File: config.mk
export PLATFORM = sky130hd
export DESIGN_NAME = blit_engine
export DESIGN_NICKNAME = d
export VERILOG_FILES = /design/src/shared/blit_pkg.sv /design/src/blit_engine.sv /design/src/blit_fifo.sv
export SDC_FILE = /design/constraint.sdc
export NUM_CORES = 2
export LEC_CHECK = 0
export ABC_AREA = 1
export ABC_CLOCK_PERIOD_IN_PS = 15900
export BUFFER_PORTS_ARGS = -buffer_cell sky130_fd_sc_hd__buf_4
export CORE_MARGIN = 2
export CORE_UTILIZATION = 52
export DETAILED_ROUTE_END_ITERATION = 8
export PLACE_DENSITY_LB_ADDON = 0.12
export SYNTH_ARGS = -nofsm -noshare
export SYNTH_HDL_FRONTEND = slang
export SYNTH_SLANG_ARGS = --single-unit
File: constraint.sdc
create_clock -name clock_i -period 15.9 [get_ports clock_i]
set_input_delay 0.795 -clock clock_i [delete_from_list [all_inputs] [get_ports clock_i]]
set_output_delay 0.795 -clock clock_i [all_outputs]
set_load 0.05 [all_outputs]
File: src/shared/blit_pkg.sv
/*
 * constants, field layouts and carrier types of the block-transfer engine.
 * assumes a 32-bit avalon-mm slave port with byte addresses, register
 * index = byte address / 4, and a 16-bit display-buffer port.
 */
package blit_pkg;

    ////////////////////////////////////////////////////////////////////////
    // register indices (byte address is four times the index)
    localparam logic [9:0] REG_BASE = 10'h100;
    localparam logic [9:0] REG_CTRL = 10'h100;
    localparam logic [9:0] REG_FMT = 10'h101;
    localparam logic [9:0] REG_ROP = 10'h102;
    localparam logic [9:0] REG_OP = 10'h103;
    localparam logic [9:0] REG_SRC_LO = 10'h104;
    localparam logic [9:0] REG_SRC_MID = 10'h105;
    localparam logic [9:0] REG_SRC_HI = 10'h106;
    localparam logic [9:0] REG_DST_LO = 10'h108;
    localparam logic [9:0] REG_DST_MID = 10'h109;
    localparam logic [9:0] REG_DST_HI = 10'h10a;
    localparam logic [9:0] REG_STRIDE_LO = 10'h10c;
    localparam logic [9:0] REG_STRIDE_HI = 10'h10d;
    localparam logic [9:0] REG_WIDTH_LO = 10'h110;
    localparam logic [9:0] REG_WIDTH_HI = 10'h111;
    localparam logic [9:0] REG_HEIGHT_LO = 10'h112;
    localparam logic [9:0] REG_HEIGHT_HI = 10'h113;
    localparam logic [9:0] REG_BG_LO = 10'h114;
    localparam logic [9:0] REG_BG_HI = 10'h115;
    localparam logic [9:0] REG_DATA = 10'h120;
    localparam int REG_COUNT = 22;

    ////////////////////////////////////////////////////////////////////////
    // control / status bits
    localparam int CTRL_START_BIT = 7;
    localparam int CTRL_ACTIVE_BIT = 7;
    localparam int CTRL_NEMPTY_BIT = 6;
    localparam int CTRL_HALF_BIT = 5;
    localparam int CTRL_FULL_BIT = 4;
    localparam int CTRL_SRC_PACKED_BIT = 1;
    localparam int CTRL_DST_PACKED_BIT = 0;

    ////////////////////////////////////////////////////////////////////////
    // codes and values
    localparam logic [7:0] OP_MOVE_NEG = 8'h03;
    localparam logic [7:0] OP_TWRITE = 8'h04;
    localparam logic [3:0] ROP_COPY = 4'hc;
    localparam logic [7:0] FMT_16BPP = 8'h01;
    localparam logic [7:0] FMT_8BPP = 8'h00;
    localparam logic [3:0] DATA_BE = 4'h3;
    localparam logic [23:0] PSIZE_16 = 24'h00_0002;
    localparam logic [23:0] PSIZE_8 = 24'h00_0001;
    localparam logic [1:0] BE_WORD = 2'h3;
    localparam logic [1:0] BE_HIGH = 2'h2;
    localparam logic [1:0] BE_LOW = 2'h1;

    ////////////////////////////////////////////////////////////////////////
    // fifo geometry
    localparam int FIFO_DEPTH = 16;
    localparam int FIFO_AW = 4;
    localparam logic [4:0] FIFO_FULL_CNT = 5'h10;
    localparam logic [4:0] FIFO_HALF_CNT = 5'h08;

    ////////////////////////////////////////////////////////////////////////
    // types
    typedef struct packed {
        logic req;
        logic we;
        logic [23:0] addr;
        logic [15:0] wdata;
        logic [1:0] be;
    } mem_cmd_t;

    typedef enum logic [2:0] {
        ST_IDLE,
        ST_RD_SRC,
        ST_RD_DST,
        ST_WRITE,
        ST_TW_PIX,
        ST_TW_WR
    } state_t;

endpackage : blit_pkg

File: src/blit_engine.sv
/*
 * block-transfer engine: backward move with raster op, transparent write.
 * assumes an avalon-mm master on the register port and a display buffer
 * that holds a request until it answers with mem_ack_i, read data valid
 * in the ack cycle.
 */
`timescale 1ns/100ps

//
// Contract
// - backward move starts at lower-right pixels and walks to upper-left
// - op 03h is the backward move, op 04h the transparent write
// - raster code 0Ch makes destination equal source
// - format 01h is two bytes per pixel, 00h one byte
// - line stride comes from the offset registers in 16-bit words
// - width and height registers hold pixels minus one, split low/high
// - packed-select zero means rectangle with stride, else lines back to back
// - writing 80h to control starts; bit 7 reads one while active
// - transparent write stays active until every pixel is taken and written
// - pixels equal to the key colour are not written
// - key is low background byte at 8 bpp, both bytes at 16 bpp
// - transparent write supports packed and rectangular destinations
// - at 16 bpp each data word is one pixel
// - at 8 bpp source bit 0 is the phase: one skips the first low byte
// - a line's last word may carry one pixel, in the low byte
// - at 8 bpp a line takes (width+2+phase)/2 words
// - only 16-bit data-window writes are accepted and counted
// - control bit 4 reports fifo full; host stops writing while set
// - fifo is 16 deep with not-empty, half-full and full flags
module blit_engine
    import blit_pkg::*;
(
    input wire logic clock_i,
    input wire logic reset_i,
    input wire logic [11:0] avs_address_i,
    input wire logic avs_read_i,
    input wire logic avs_write_i,
    input wire logic [31:0] avs_writedata_i,
    input wire logic [3:0] avs_byteenable_i,
    output logic [31:0] avs_readdata_o,
    output logic avs_waitrequest_o,
    output mem_cmd_t mem_cmd_o,
    input wire logic mem_ack_i,
    input wire logic [15:0] mem_rdata_i
);

    ////////////////////////////////////////////////////////////////////////
    // helpers
    function automatic logic [4:0] rel(input logic [9:0] idx);
        logic [9:0] d;
        d = idx - REG_BASE;
        return d[4:0];
    endfunction : rel

    function automatic logic [15:0] pick(input logic [15:0] w,
                                         input logic a0, input logic f16);
        logic [15:0] r;
        r = f16 ? w : {8'h00, (a0 ? w[15:8] : w[7:0])};
        return r;
    endfunction : pick

    function automatic logic [15:0] spread(input logic [15:0] v,
                                           input logic f16);
        logic [15:0] r;
        r = f16 ? v : {v[7:0], v[7:0]};
        return r;
    endfunction : spread

    function automatic logic [1:0] lanes(input logic a0, input logic f16);
        logic [1:0] r;
        r = f16 ? BE_WORD : (a0 ? BE_HIGH : BE_LOW);
        return r;
    endfunction : lanes

    function automatic logic [15:0] rop(input logic [3:0] code,
                                        input logic [15:0] s,
                                        input logic [15:0] d);
        logic [15:0] r;
        r = '0;
        for (int i = 0; i < 16; i++) begin
            r[i] = code[{s[i], d[i]}];
        end
        return r;
    endfunction : rop

    function automatic logic [23:0] adv_addr(input logic [23:0] cur,
        input logic [23:0] base, input logic packed_sel, input logic last_x,
        input logic neg, input logic [23:0] psz, input logic [23:0] strd);
        logic [23:0] r;
        if (last_x && !packed_sel) begin
            r = neg ? base - strd : base + strd;
        end else begin
            r = neg ? cur - psz : cur + psz;
        end
        return r;
    endfunction : adv_addr

    ////////////////////////////////////////////////////////////////////////
    // declarations
    logic [7:0] regs_r [REG_COUNT];
    logic [1:0] packed_r;
    logic active_r;
    logic ack_r;
    logic [31:0] rdata_r;
    state_t state_r;
    mem_cmd_t mem_r;
    logic [23:0] src_r, src_line_r, dst_r, dst_line_r;
    logic [15:0] x_r, y_r, src_pix_r;
    logic sel_r;
    logic [9:0] idx;
    logic in_regs, bus_req, bus_take, bus_wr, bus_rd_now;
    logic ctrl_wr, start_any, start_move, start_tw, data_wr;
    logic fmt16, is_move, is_key, last_x, last_y, finish;
    logic adv_move, adv_tw, adv, pop_cond;
    logic fifo_wr_ready, fifo_valid, fifo_pop;
    logic [15:0] fifo_word, width, height, bg, pix16;
    logic [4:0] fifo_count;
    logic [23:0] src_cfg, dst_cfg, psz, stride_b, src_nxt, dst_nxt;
    logic [7:0] ctrl_rd;

    ////////////////////////////////////////////////////////////////////////
    // avalon slave: one wait cycle, answer at the second edge
    assign idx = avs_address_i[11:2];
    assign in_regs = (idx >= REG_BASE)
                     && (idx < REG_BASE + 10'(REG_COUNT));
    assign bus_req = avs_read_i || avs_write_i;
    assign avs_waitrequest_o = bus_req && !ack_r;
    assign bus_take = bus_req && ack_r;
    assign bus_wr = bus_take && avs_write_i;
    assign bus_rd_now = avs_read_i && !ack_r;
    assign avs_readdata_o = rdata_r;
    assign ctrl_wr = bus_wr && (idx == REG_CTRL) && avs_byteenable_i[0];
    assign start_any = ctrl_wr && avs_writedata_i[CTRL_START_BIT] && !active_r;
    assign start_move = start_any && (regs_r[rel(REG_OP)] == OP_MOVE_NEG);
    assign start_tw = start_any && (regs_r[rel(REG_OP)] == OP_TWRITE);
    // only full 16-bit lane writes reach the fifo
    assign data_wr = bus_wr && (idx == REG_DATA) && active_r && !is_move
                     && (avs_byteenable_i == DATA_BE);
    assign ctrl_rd = {active_r, fifo_valid,
                      (fifo_count >= FIFO_HALF_CNT), !fifo_wr_ready,
                      2'h0, packed_r};

    always_ff @(posedge clock_i or posedge reset_i) begin
        if (reset_i) begin
            ack_r <= 1'b0;
            rdata_r <= '0;
        end else begin
            ack_r <= bus_req && !ack_r;
            if (bus_rd_now) begin
                if (idx == REG_CTRL) begin
                    rdata_r <= {24'h00_0000, ctrl_rd};
                end else if (in_regs) begin
                    rdata_r <= {24'h00_0000, regs_r[rel(idx)]};
                end else begin
                    rdata_r <= '0;
                end
            end
        end
    end

    ////////////////////////////////////////////////////////////////////////
    // parameter registers, writable in any order
    always_ff @(posedge clock_i or posedge reset_i) begin
        if (reset_i) begin
            for (int i = 0; i < REG_COUNT; i++) begin
                regs_r[i] <= 8'h00;
            end
            packed_r <= 2'h0;
        end else if (bus_wr && avs_byteenable_i[0]) begin
            if (idx == REG_CTRL) begin
                packed_r <= avs_writedata_i[1:0];
            end else if (in_regs && idx != 10'h107 && idx != 10'h10b
                         && idx != 10'h10e && idx != 10'h10f) begin
                regs_r[rel(idx)] <= avs_writedata_i[7:0];
            end
        end
    end

    ////////////////////////////////////////////////////////////////////////
    // decoded configuration
    assign fmt16 = (regs_r[rel(REG_FMT)] == FMT_16BPP);
    assign psz = fmt16 ? PSIZE_16 : PSIZE_8;
    assign stride_b = {7'h00, regs_r[rel(REG_STRIDE_HI)],
                       regs_r[rel(REG_STRIDE_LO)], 1'b0};
    assign width = {regs_r[rel(REG_WIDTH_HI)],
                    regs_r[rel(REG_WIDTH_LO)]};
    assign height = {regs_r[rel(REG_HEIGHT_HI)],
                     regs_r[rel(REG_HEIGHT_LO)]};
    assign bg = {regs_r[rel(REG_BG_HI)], regs_r[rel(REG_BG_LO)]};
    assign src_cfg = {regs_r[rel(REG_SRC_HI)], regs_r[rel(REG_SRC_MID)],
                      regs_r[rel(REG_SRC_LO)]};
    assign dst_cfg = {regs_r[rel(REG_DST_HI)], regs_r[rel(REG_DST_MID)],
                      regs_r[rel(REG_DST_LO)]};
    assign is_move = (regs_r[rel(REG_OP)] == OP_MOVE_NEG);

    ////////////////////////////////////////////////////////////////////////
    // pixel fifo
    blit_fifo u_fifo (
        .clock_i(clock_i),
        .reset_i(reset_i),
        .wr_valid_i(data_wr),
        .wr_data_i(avs_writedata_i[15:0]),
        .wr_ready_o(fifo_wr_ready),
        .rd_valid_o(fifo_valid),
        .rd_data_o(fifo_word),
        .rd_ready_i(fifo_pop),
        .count_o(fifo_count)
    );

    // a 16 bpp word is one pixel, 8 bpp picks the lane by sel
    assign pix16 = fmt16 ? fifo_word
                         : {8'h00, (sel_r ? fifo_word[15:8] : fifo_word[7:0])};
    assign is_key = fmt16 ? (pix16 == bg) : (pix16[7:0] == bg[7:0]);

    ////////////////////////////////////////////////////////////////////////
    // walk control
    assign last_x = (x_r == width);
    assign last_y = (y_r == height);
    assign adv_move = (state_r == ST_WRITE) && mem_ack_i;
    assign adv_tw = ((state_r == ST_TW_PIX) && fifo_valid && is_key)
                    || ((state_r == ST_TW_WR) && mem_ack_i);
    assign adv = adv_move || adv_tw;
    assign finish = adv && last_x && last_y;
    // word ends after high byte, or line ends on a low byte
    assign pop_cond = fmt16 || sel_r || last_x;
    assign fifo_pop = adv_tw && pop_cond;
    assign src_nxt = adv_addr(src_r, src_line_r, packed_r[1], last_x,
                              1'b1, psz, stride_b);
    assign dst_nxt = adv_addr(dst_r, dst_line_r, packed_r[0], last_x,
                              is_move, psz, stride_b);

    always_ff @(posedge clock_i or posedge reset_i) begin
        if (reset_i) begin
            active_r <= 1'b0;
        end else if (start_move || start_tw) begin
            active_r <= 1'b1;
        end else if (finish) begin
            active_r <= 1'b0;
        end
    end

    always_ff @(posedge clock_i or posedge reset_i) begin
        if (reset_i) begin
            x_r <= '0;
            y_r <= '0;
            sel_r <= 1'b0;
        end else if (start_move || start_tw) begin
            x_r <= '0;
            y_r <= '0;
            sel_r <= !fmt16 && src_cfg[0];
        end else if (adv) begin
            x_r <= last_x ? 16'h0000 : x_r + 16'h0001;
            y_r <= last_x ? y_r + 16'h0001 : y_r;
            sel_r <= !fmt16 && (last_x ? src_cfg[0] : !sel_r);
        end
    end

    always_ff @(posedge clock_i or posedge reset_i) begin
        if (reset_i) begin
            src_r <= '0;
            src_line_r <= '0;
            dst_r <= '0;
            dst_line_r <= '0;
        end else if (start_move || start_tw) begin
            src_r <= src_cfg;
            src_line_r <= src_cfg;
            dst_r <= dst_cfg;
            dst_line_r <= dst_cfg;
        end else if (adv) begin
            src_r <= src_nxt;
            dst_r <= dst_nxt;
            if (last_x) begin
                src_line_r <= src_nxt;
                dst_line_r <= dst_nxt;
            end
        end
    end

    ////////////////////////////////////////////////////////////////////////
    // display-buffer sequencer
    assign mem_cmd_o = mem_r;

    always_ff @(posedge clock_i or posedge reset_i) begin
        if (reset_i) begin
            state_r <= ST_IDLE;
            mem_r <= '0;
            src_pix_r <= '0;
        end else begin
            unique case (state_r)
                ST_IDLE: begin
                    if (start_move) begin
                        mem_r.req <= 1'b1;
                        mem_r.we <= 1'b0;
                        mem_r.addr <= src_cfg;
                        state_r <= ST_RD_SRC;
                    end else if (start_tw) begin
                        state_r <= ST_TW_PIX;
                    end
                end
                ST_RD_SRC: begin
                    if (mem_ack_i) begin
                        src_pix_r <= pick(mem_rdata_i, src_r[0], fmt16);
                        mem_r.addr <= dst_r;
                        state_r <= ST_RD_DST;
                    end
                end
                ST_RD_DST: begin
                    if (mem_ack_i) begin
                        mem_r.we <= 1'b1;
                        mem_r.wdata <= spread(rop(regs_r[rel(REG_ROP)][3:0],
                            src_pix_r, pick(mem_rdata_i, dst_r[0], fmt16)),
                            fmt16);
                        mem_r.be <= lanes(dst_r[0], fmt16);
                        state_r <= ST_WRITE;
                    end
                end
                ST_WRITE: begin
                    if (mem_ack_i) begin
                        mem_r.we <= 1'b0;
                        if (last_x && last_y) begin
                            mem_r.req <= 1'b0;
                            state_r <= ST_IDLE;
                        end else begin
                            mem_r.addr <= src_nxt;
                            state_r <= ST_RD_SRC;
                        end
                    end
                end
                ST_TW_PIX: begin
                    if (fifo_valid && !is_key) begin
                        mem_r.req <= 1'b1;
                        mem_r.we <= 1'b1;
                        mem_r.addr <= dst_r;
                        mem_r.wdata <= spread(pix16, fmt16);
                        mem_r.be <= lanes(dst_r[0], fmt16);
                        state_r <= ST_TW_WR;
                    end else if (finish) begin
                        state_r <= ST_IDLE;
                    end
                end
                ST_TW_WR: begin
                    if (mem_ack_i) begin
                        mem_r.req <= 1'b0;
                        mem_r.we <= 1'b0;
                        state_r <= (last_x && last_y) ? ST_IDLE : ST_TW_PIX;
                    end
                end
            endcase
        end
    end

    ////////////////////////////////////////////////////////////////////////
    // checks
    a_start_active: assert property (@(posedge clock_i) disable iff (reset_i)
        (start_move || start_tw) |=> active_r ##1 ctrl_rd[CTRL_ACTIVE_BIT])
        else $error("start did not raise active");

    a_other_op_idle: assert property (@(posedge clock_i) disable iff (reset_i)
        (start_any && !start_move && !start_tw) |=> !active_r)
        else $error("unsupported op started the engine");

    a_copy_rop: assert property (@(posedge clock_i) disable iff (reset_i)
        (state_r == ST_RD_DST && mem_ack_i && fmt16
         && regs_r[rel(REG_ROP)][3:0] == ROP_COPY)
        |=> mem_r.wdata == $past(src_pix_r))
        else $error("copy raster op did not pass source");

    a_backward_step: assert property (@(posedge clock_i)
        disable iff (reset_i)
        (adv_move && !last_x) |=> mem_r.addr == $past(src_r) - $past(psz))
        else $error("backward move did not step by pixel size");

    a_start_corner: assert property (@(posedge clock_i) disable iff (reset_i)
        start_move |=> mem_r.req && !mem_r.we && mem_r.addr == $past(src_cfg))
        else $error("backward move did not start at source corner");

    a_key_skipped: assert property (@(posedge clock_i) disable iff (reset_i)
        (state_r == ST_TW_PIX && fifo_valid && is_key) |=> !mem_r.req)
        else $error("key colour pixel was written");

    a_done_written: assert property (@(posedge clock_i) disable iff (reset_i)
        $fell(active_r) |-> $past(mem_ack_i) || $past(adv_tw))
        else $error("active cleared without a final pixel");

    a_full_refuses: assert property (@(posedge clock_i) disable iff (reset_i)
        (fifo_count == FIFO_FULL_CNT) |-> !fifo_wr_ready
        && ctrl_rd[CTRL_FULL_BIT] && ctrl_rd[CTRL_HALF_BIT])
        else $error("full fifo not flagged");

    a_narrow_write: assert property (@(posedge clock_i) disable iff (reset_i)
        (avs_write_i && avs_byteenable_i != DATA_BE) |-> !data_wr)
        else $error("narrow write reached the fifo");

    a_byte_lane: assert property (@(posedge clock_i) disable iff (reset_i)
        (mem_r.req && mem_r.we && !fmt16)
        |-> mem_r.be == BE_HIGH || mem_r.be == BE_LOW)
        else $error("8 bpp write touched both lanes");

    a_bus_answer: assert property (@(posedge clock_i) disable iff (reset_i)
        $rose(bus_req) |-> avs_waitrequest_o ##1 !avs_waitrequest_o)
        else $error("bus answer not after one wait cycle");

endmodule : blit_engine

File: src/blit_fifo.sv
/*
 * 16-word deep, 16-bit wide pixel-word fifo with occupancy count.
 * assumes one clock; the filler checks wr_ready_o, the drainer rd_valid_o.
 */
`timescale 1ns/100ps

module blit_fifo
    import blit_pkg::*;
(
    input wire logic clock_i,
    input wire logic reset_i,
    input wire logic wr_valid_i,
    input wire logic [15:0] wr_data_i,
    output logic wr_ready_o,
    output logic rd_valid_o,
    output logic [15:0] rd_data_o,
    input wire logic rd_ready_i,
    output logic [4:0] count_o
);

    logic [15:0] mem_r [FIFO_DEPTH];
    logic [FIFO_AW-1:0] wr_ptr_r;
    logic [FIFO_AW-1:0] rd_ptr_r;
    logic [4:0] count_r;
    logic push;
    logic pop;

    assign wr_ready_o = (count_r != FIFO_FULL_CNT);
    assign rd_valid_o = (count_r != 5'h00);
    assign rd_data_o = mem_r[rd_ptr_r];
    assign count_o = count_r;
    assign push = wr_valid_i && wr_ready_o;
    assign pop = rd_ready_i && rd_valid_o;

    ////////////////////////////////////////////////////////////////////////
    // storage
    always_ff @(posedge clock_i) begin
        if (push) begin
            mem_r[wr_ptr_r] <= wr_data_i;
        end
    end

    ////////////////////////////////////////////////////////////////////////
    // pointers and count
    always_ff @(posedge clock_i or posedge reset_i) begin
        if (reset_i) begin
            wr_ptr_r <= '0;
            rd_ptr_r <= '0;
            count_r <= '0;
        end else begin
            if (push) begin
                wr_ptr_r <= wr_ptr_r + 4'h1;
            end
            if (pop) begin
                rd_ptr_r <= rd_ptr_r + 4'h1;
            end
            if (push && !pop) begin
                count_r <= count_r + 5'h01;
            end else if (pop && !push) begin
                count_r <= count_r - 5'h01;
            end
        end
    end

endmodule : blit_fifo
# [Word level (Yosys, flattened, before mapping)]
# Memories as Yosys holds them, arrays and structs flattened.
# Cells that the tools add are included.
[totals] ramBits=256 reg_bits=417 word_cells=289 in_bits=69 n_memories=1 output_inout_bits=77
[classes] order_cmp=21 n_eq_ne=30 muxes=105 n_bitwise=2 reduce_logical=74 addsub=13
[memory_table] name="u_fifo.mem_r" words=16 width=16 read_ports=1 rd_ports_with_merged_regs=0 wr=1 line="blit_fifo.sv:21" rtl="logic [15:0] mem_r [FIFO_DEPTH];"
[op_table] operator="$mux W24" n=16
[op_table] operator="$bwmux W176" n=1
[op_table] operator="$mux W16" n=11
[op_table] operator="$pmux W24 S4" n=1
[op_table] operator="$mux W8" n=8
[op_table] operator="$mux W26" n=2
[op_table] operator="$eq A16 B16 Y1" n=3
[op_table] operator="$lt A2 B3 Y1 const B" n=16
[op_table] operator="$sub A24 B17 Y24" n=2
[op_table] operator="$sub A24 B2 Y24" n=2
[op_table] operator="$mux W44" n=1
[op_table] operator="$bmux W8 S5" n=1
[op_table] operator="$demux W8 S5" n=1
[op_table] operator="$ne A10 B9 Y1 const B" n=4
[op_table] operator="$logic_and A1 B1 Y1" n=38
[op_table] operator="$pmux W18 S2" n=1
[op_table] operator="$add A16 B1 Y16 const B" n=2
[op_table] operator="$bmux W1 S2" n=16
[op_table] operator="$mux W1" n=27
[op_table] operator="$mux W3" n=9
[op_table] operator="$add A24 B17 Y24" n=1
[op_table] operator="$add A24 B2 Y24" n=1
[op_table] operator="$reduce_and A6 Y1" n=4
[op_table] operator="$eq A10 B9 Y1 const B" n=2
[op_table] operator="other kinds (37)" n=75

# [Depth between registers and ports, before layout]
# An unclocked memory read counts as a cell.
[depth] ltp_word=13 depth_mapped=31 ltp_nobuf=28

# [Modules after synthesis]
# Synthesis repeated with hierarchy kept, for this count alone.
[hier_totals] cells_unflattened=4650 area_unflattened_um2=36558.8
[modules_own_cells] module="blit_engine" seq_area_each_um2=9509.1 area_each_um2=24981.5 instances=1 cells_per_inst=3533
[modules_own_cells] module="blit_fifo" seq_area_each_um2=8012.7 area_each_um2=11577.4 instances=1 cells_per_inst=1117

# [Worst setup path before layout]
# Ideal clock, no wire load.
[synth_timing] kind="flip-flop to flip-flop" startpoint="register regs_r[149] (netlist name)" endpoint="register dst_line_r[19]" arrival_time_ns=3.771 setup_slack_ns=12.064 synth_period_minus_slack_ns=3.836 path_buffers=1 stages_incl_launch_ff=17 required_ns=15.835 setup_ns=0.065 path_cell_list="dfrtp_1 -> nor4_1 -> nand2_1 -> inv_1 -> clkbuf_1 -> o21ai_0 -> fa_1 -> nand3_1 -> nand2_1 -> a21oi_1 -> o21ai_0 -> a21oi_1 -> xor2_1 -> nand2_1 -> a31oi_1 -> nand3_1 -> nand2_1"
[synth_between] elab_chain_len=6 word_cells_on_any_way=14 classes_between="eq/ne (2); mux (6); reduce/logical (6)"
[synth_lines] item="start, declared" line="blit_engine.sv:100" rtl="logic [7:0] regs_r [REG_COUNT];"
[synth_lines] item="start signal, assigned by index" line="blit_engine.sv:174" rtl="regs_r[rel(idx)] <= avs_writedata_i[7:0];"
[synth_lines] item="$eq A8 B2 Y1" line="blit_engine.sv:134, blit_engine.sv:194"
[synth_lines] item="$mux W24, on equally long branches" line="blit_engine.sv:93, blit_engine.sv:91"
[synth_lines] item="$mux W24" line="blit_engine.sv:90" rtl="if (last_x && !packed_sel) begin"
[synth_lines] item="$mux W24" line="blit_engine.sv:272" rtl="if (last_x) begin"
[synth_lines] item="$mux W24" line="blit_engine.sv:269" rtl="end else if (adv) begin"
[synth_lines] item="$mux W24" line="blit_engine.sv:264" rtl="end else if (start_move || start_tw) begin"
[synth_lines] item="end signal, assigned" line="blit_engine.sv:268" rtl="dst_line_r <= dst_cfg;"
[synth_lines] item="end signal, assigned" line="blit_engine.sv:274" rtl="dst_line_r <= dst_nxt;"
[synth_lines] item="end, declared" line="blit_engine.sv:107" rtl="logic [23:0] src_r, src_line_r, dst_r, dst_line_r;"
# Several ways; a longest one is shown, not always the timed one. The select of a mux whose other input is x is not followed.
# A chain may end at the register's enable or synchronous reset.

# [Final worst setup path]
[layout_timing] startpoint="register u_fifo.rd_ptr_r[0]" endpoint="register dst_line_r[18]"
[layout_between] elab_chain_len=10 word_cells_on_any_way=11 classes_between="eq/ne (2); mux (3); reduce/logical (5); memory (1)"
[layout_lines] item="start, declared" line="blit_fifo.sv:23" rtl="logic [FIFO_AW-1:0] rd_ptr_r;"
[layout_lines] item="start signal, assigned" line="blit_fifo.sv:55" rtl="rd_ptr_r <= rd_ptr_r + 4'h1;"
[layout_lines] item="$mem_v2 Z16 W16 *"
[layout_lines] item="$mux W8" line="blit_engine.sv:212" rtl=": {8'h00, (sel_r ? fifo_word[15:8] : fifo_word[7:0])};"
[layout_lines] item="$mux W16 *" line="blit_engine.sv:211" rtl="assign pix16 = fmt16 ? fifo_word"
[layout_lines] item="$eq A16 B16 Y1 or $eq A8 B8 Y1 (tied branches)" line="blit_engine.sv:213" rtl="assign is_key = fmt16 ? (pix16 == bg) : (pix16[7:0] == bg[7:0]);"
[layout_lines] item="$mux W1 *" line="blit_engine.sv:213"
[layout_lines] item="$logic_and A1 B1 Y1 *" line="blit_engine.sv:220" rtl="assign adv_tw = ((state_r == ST_TW_PIX) && fifo_valid && is_key)"
[layout_lines] item="$logic_or A1 B1 Y1 *" line="blit_engine.sv:221" rtl="|| ((state_r == ST_TW_WR) && mem_ack_i);"
[layout_lines] item="$logic_or A1 B1 Y1 *" line="blit_engine.sv:222" rtl="assign adv = adv_move || adv_tw;"
[layout_lines] item="$reduce_bool A2 Y1 (no source line) *"
[layout_lines] item="$reduce_and A2 Y1 (no source line) *"
# Every way passes the cells marked *; elsewhere a longest branch is shown, timed or not.

==> results.toml <==
[finish]
nets = 4411
num_antenna_cells = 0
final_layout_size_suffix_gt1_frac = 0.07343
final-seq-area_um2 = 17530
instances_no_fill = 5181
area_growth_pct = 9.771
multi_input_area_um2 = 14760
fill_cells = 5949

[synthesis]
ys_warn_count = 0
synth_most_common_cell = "nand2_1"
synthFlopType = "dfrtp_1"
netlist.area_leader.share = 0.2826
synthTopCellsByCount = "nand2_1, dfrtp_1, o21ai_0"
synth_cells = 4255
synth-seq-cells = 649
synthDistinctLibCells = 62
async_flop_share = 0.6055
synth_edf_count = 256
netlist_top_cells_area = "dfrtp_1, edfxtp_1, nand2_1"
syn-cell-area_um2 = 34800
ys_seq_area_frac = 0.5034
synth_top_cell_by_area = "dfrtp_1"
avgSynthCellArea_um2 = 8.180

[route]
first_iter_violations = 3375
wl_per_cell_um = 20.09
drc_errors = 0
final_antenna_net_count = 0
vias = 29417
wl_um = 104100
drt_pass1_iterations = 5
avgViaCountPerCell = 5.678

[critical_path]
crit_family = "simple AND/OR/NAND/NOR gates"
crit_arrival_ns = 6.67
r2r_start = "u_fifo.rd_ptr_r[0]"
endpoint = "dst_line_r[18]"
r2r-end = "dst_line_r[18]"
crit_path_max_fanout = 79
reg2reg_slack_ns = 9.78
crit_start = "u_fifo.rd_ptr_r[0]"
crit_chain = "clkinv_2, buf_4, nand2_1, nand3_1, nand3_1, nand2_1, nand2_1, nand2_1, nand2_1, nand2_1, nand2_1, nor2_1, nand2_1, nor2_2, nand3_2, nand3_4, nand2_2, buf_4, nor2_1, nor2_1"
reg2reg_depth = 20
critPathRequiredTime_ns = 16.45
startpoint_type = "flop"
crit_path_end_kind = "flop"
timing.critical_path.mode_cell = "nand2_1"
crit_buf_inv = 3
slowest_delay_ns = 0.92
worst-path-stages = 20
crit_type = "flop to flop"
crit_path_top_delay_cell = "dfrtp_4"

[power]
clkPwrFrac = 0.255
power.share.combinational = 0.407
p_leak_nw = 17.53
p_sw_w = 0.002766
intPower_w = 0.003666
ir_drop_uv = 75.83
p_total_w = 0.006433
sw_frac_of_total = 0.4300
p_seq_frac = 0.338
power.density_nw_per_um2 = 168.4

[timing]
hold_violations = 0
max-slew-margin-rel = 0.2654
min_period_ns = 6.122
worst_pin_slew_ns = 1.093
tns_ns = 0
fin_crit_sh = 0.3850
worst_hold_slack_ns = 0.3681
rsz0062_at_grt = "false"
report.final.slew_viol_count = 0
setup_viol = 0
fmax_ghz = 0.1633
fin_skew_ns = 0.01744

[place]
io_buffers = 103
dp_cells = 5050
dp_hpwl_um = 70170
place.gp.congestion = 0.9575

[global_route]
grt-ovfl-total = 0
grt_pass1_wl_um = 159100
grt_pass1_vias = 26770
grt_max_degree = 154
grtUsageTotal = 0.2990
antenna_found_initial = 6

[clock_network]
cts.clk_slew.worst_paths_ns = 0.06
root_buffer = "clkbuf_16"
cts_sinks = 649
cts_setup_buffers = 0
numCtsBuffers = 72
cts_hold_buf = 0
clockBufferDepth = 3
clock_latency_ns = 0.63
postCtsResizedCells = 0
cts_tree = "done"
cts_max_level = 3

[run_status]
outcome = "finished, final reports clean"

[floorplanning]
die_h_um = 262.7
initial_core_util = 0.5275
num_rows = 94
ios = 146
chipWidth_um = 262.7
die_area_um2 = 69020
design.core.area_um2 = 65980

[job]
maxCapViolCount = 0

[hold_path]
hold_path_class = "input port to async pin"
[cell usage in the layout, fill, tap and decap left out, drive strengths merged, types with 5 or more instances in the layout]
cell type  netlist  final
buf            111    146
clkinv           7     37
xnor2           33     33
dfrtp          393    393
o21bai          11     11
nor2           349    349
fa               5      5
o22ai           86     86
nand3          286    286
edfxtp         256    256
inv            370    370
o221ai           8      8
nor3            29     29
clkbuf         127     94
o211ai          20     20
a22oi           13     13
a31oi           19     19
nand2         1254   1254
a21oi          220    220
nand4           33     33
xor2            68     68
a221oi           8      8
o21ai          388    388
conb             1     24
nor4            16     16
mux2i            6      6
or2             15     15
o2111ai          9      9
ha              77     77
nand3b           5      5
[worst reg2reg max path, stage by stage, from the launching register on]
cell,delay (ns)
dfrtp_4,0.92
clkinv_2,0.80
buf_4,0.62
nand2_1,0.24
nand3_1,0.09
nand3_1,0.13
nand2_1,0.08
nand2_1,0.24
nand2_1,0.11
nand2_1,0.17
nand2_1,0.07
nand2_1,0.06
nor2_1,0.05
nand2_1,0.07
nor2_2,0.06
nand3_2,0.09
nand3_4,0.49
nand2_2,0.82
buf_4,0.66
nor2_1,0.16
nor2_1,0.11
[sequential cells by signal, summed over array words and instances, names as in the netlist]
name,count
dst_r,24
height,16
u_fifo.mem_r,256
ack_r,1
x_r,16
dst_line_r,24
u_fifo.wr_ptr_r,4
mem_cmd_o,44
y_r,16
packed_r,2
avs_readdata_o,8
dst_cfg,24
bg,16
state_r,3
src_r,24
src_pix_r,16
active_r,1
sel_r,1
regs_r,120
u_fifo.rd_ptr_r,4
src_line_r,24
u_fifo.count_o,5
[worst min-delay path by stage]
stage,cells past startpoint,slack [ns],start,end
final,2,0.37,reset_i,mem_cmd_o[32]
after global routing,0,0.39,regs_r[115],regs_r[115]
after CTS,0,0.38,regs_r[63],regs_r[63]
after detailed placement,0,0.37,regs_r[169],regs_r[169]
after global placement,0,0.36,regs_r[55],regs_r[55]
after floorplan,1,0.43,regs_r[112],regs_r[112]
[kinds of logic after synthesis]
group	count (synthesis)	share of synthesized area
xor+xnor	101	0.02542
fa+ha+maj	82	0.03056
simple gates	1994	0.2346
flops	649	0.5034
mux	6	0.001726
other cells	1	0.0001077
compound gates	807	0.1279
buf+inv	615	0.07625
[per-layer routing]
metal	vias to the layer above	GRT usage	share of wire
met5	-	0	0.00044
met4	8	0.07766	0.021
met3	161	0.07665	0.10
met2	1236	0.4184	0.41
met1	13923	0.4584	0.46
li1	14089	-	-
[area by class of cell]
| class | count | area share |
|---|---|---|
| repair buffers | 146 | 0.02902 |
| multi-input cells | 3014 | 0.3864 |
| well taps | 864 | 0.02830 |
| clock inverters | 37 | 0.008155 |
| flip-flops and latches | 649 | 0.4587 |
| inverters | 377 | 0.03737 |
| clock buffers | 94 | 0.05201 |
[power groups by stage]
stage,combinational (W),clock (W),sequential (W)
after global placement,0.00255,0,0.00219
after global routing,0.00292,0.00173,0.00219
after CTS,0.00259,0.00166,0.00216
final,0.00262,0.00164,0.00217
after floorplan,0.00182,0,0.00222
after detailed placement,0.00258,0,0.00219
[through the flow]
stage,util,setup WS (ns),cell area (um^2)
5_1_grt,0.5790,9.246,38210
3_5_place_dp,0.5442,9.799,35910
3_3_place_gp,0.5442,9.864,35910
2_1_floorplan,-,4.179,34890
4_1_cts,0.5790,9.825,38210
6_report,0.5790,9.778,38210
Note: power is estimated with default switching activity, not from simulation.
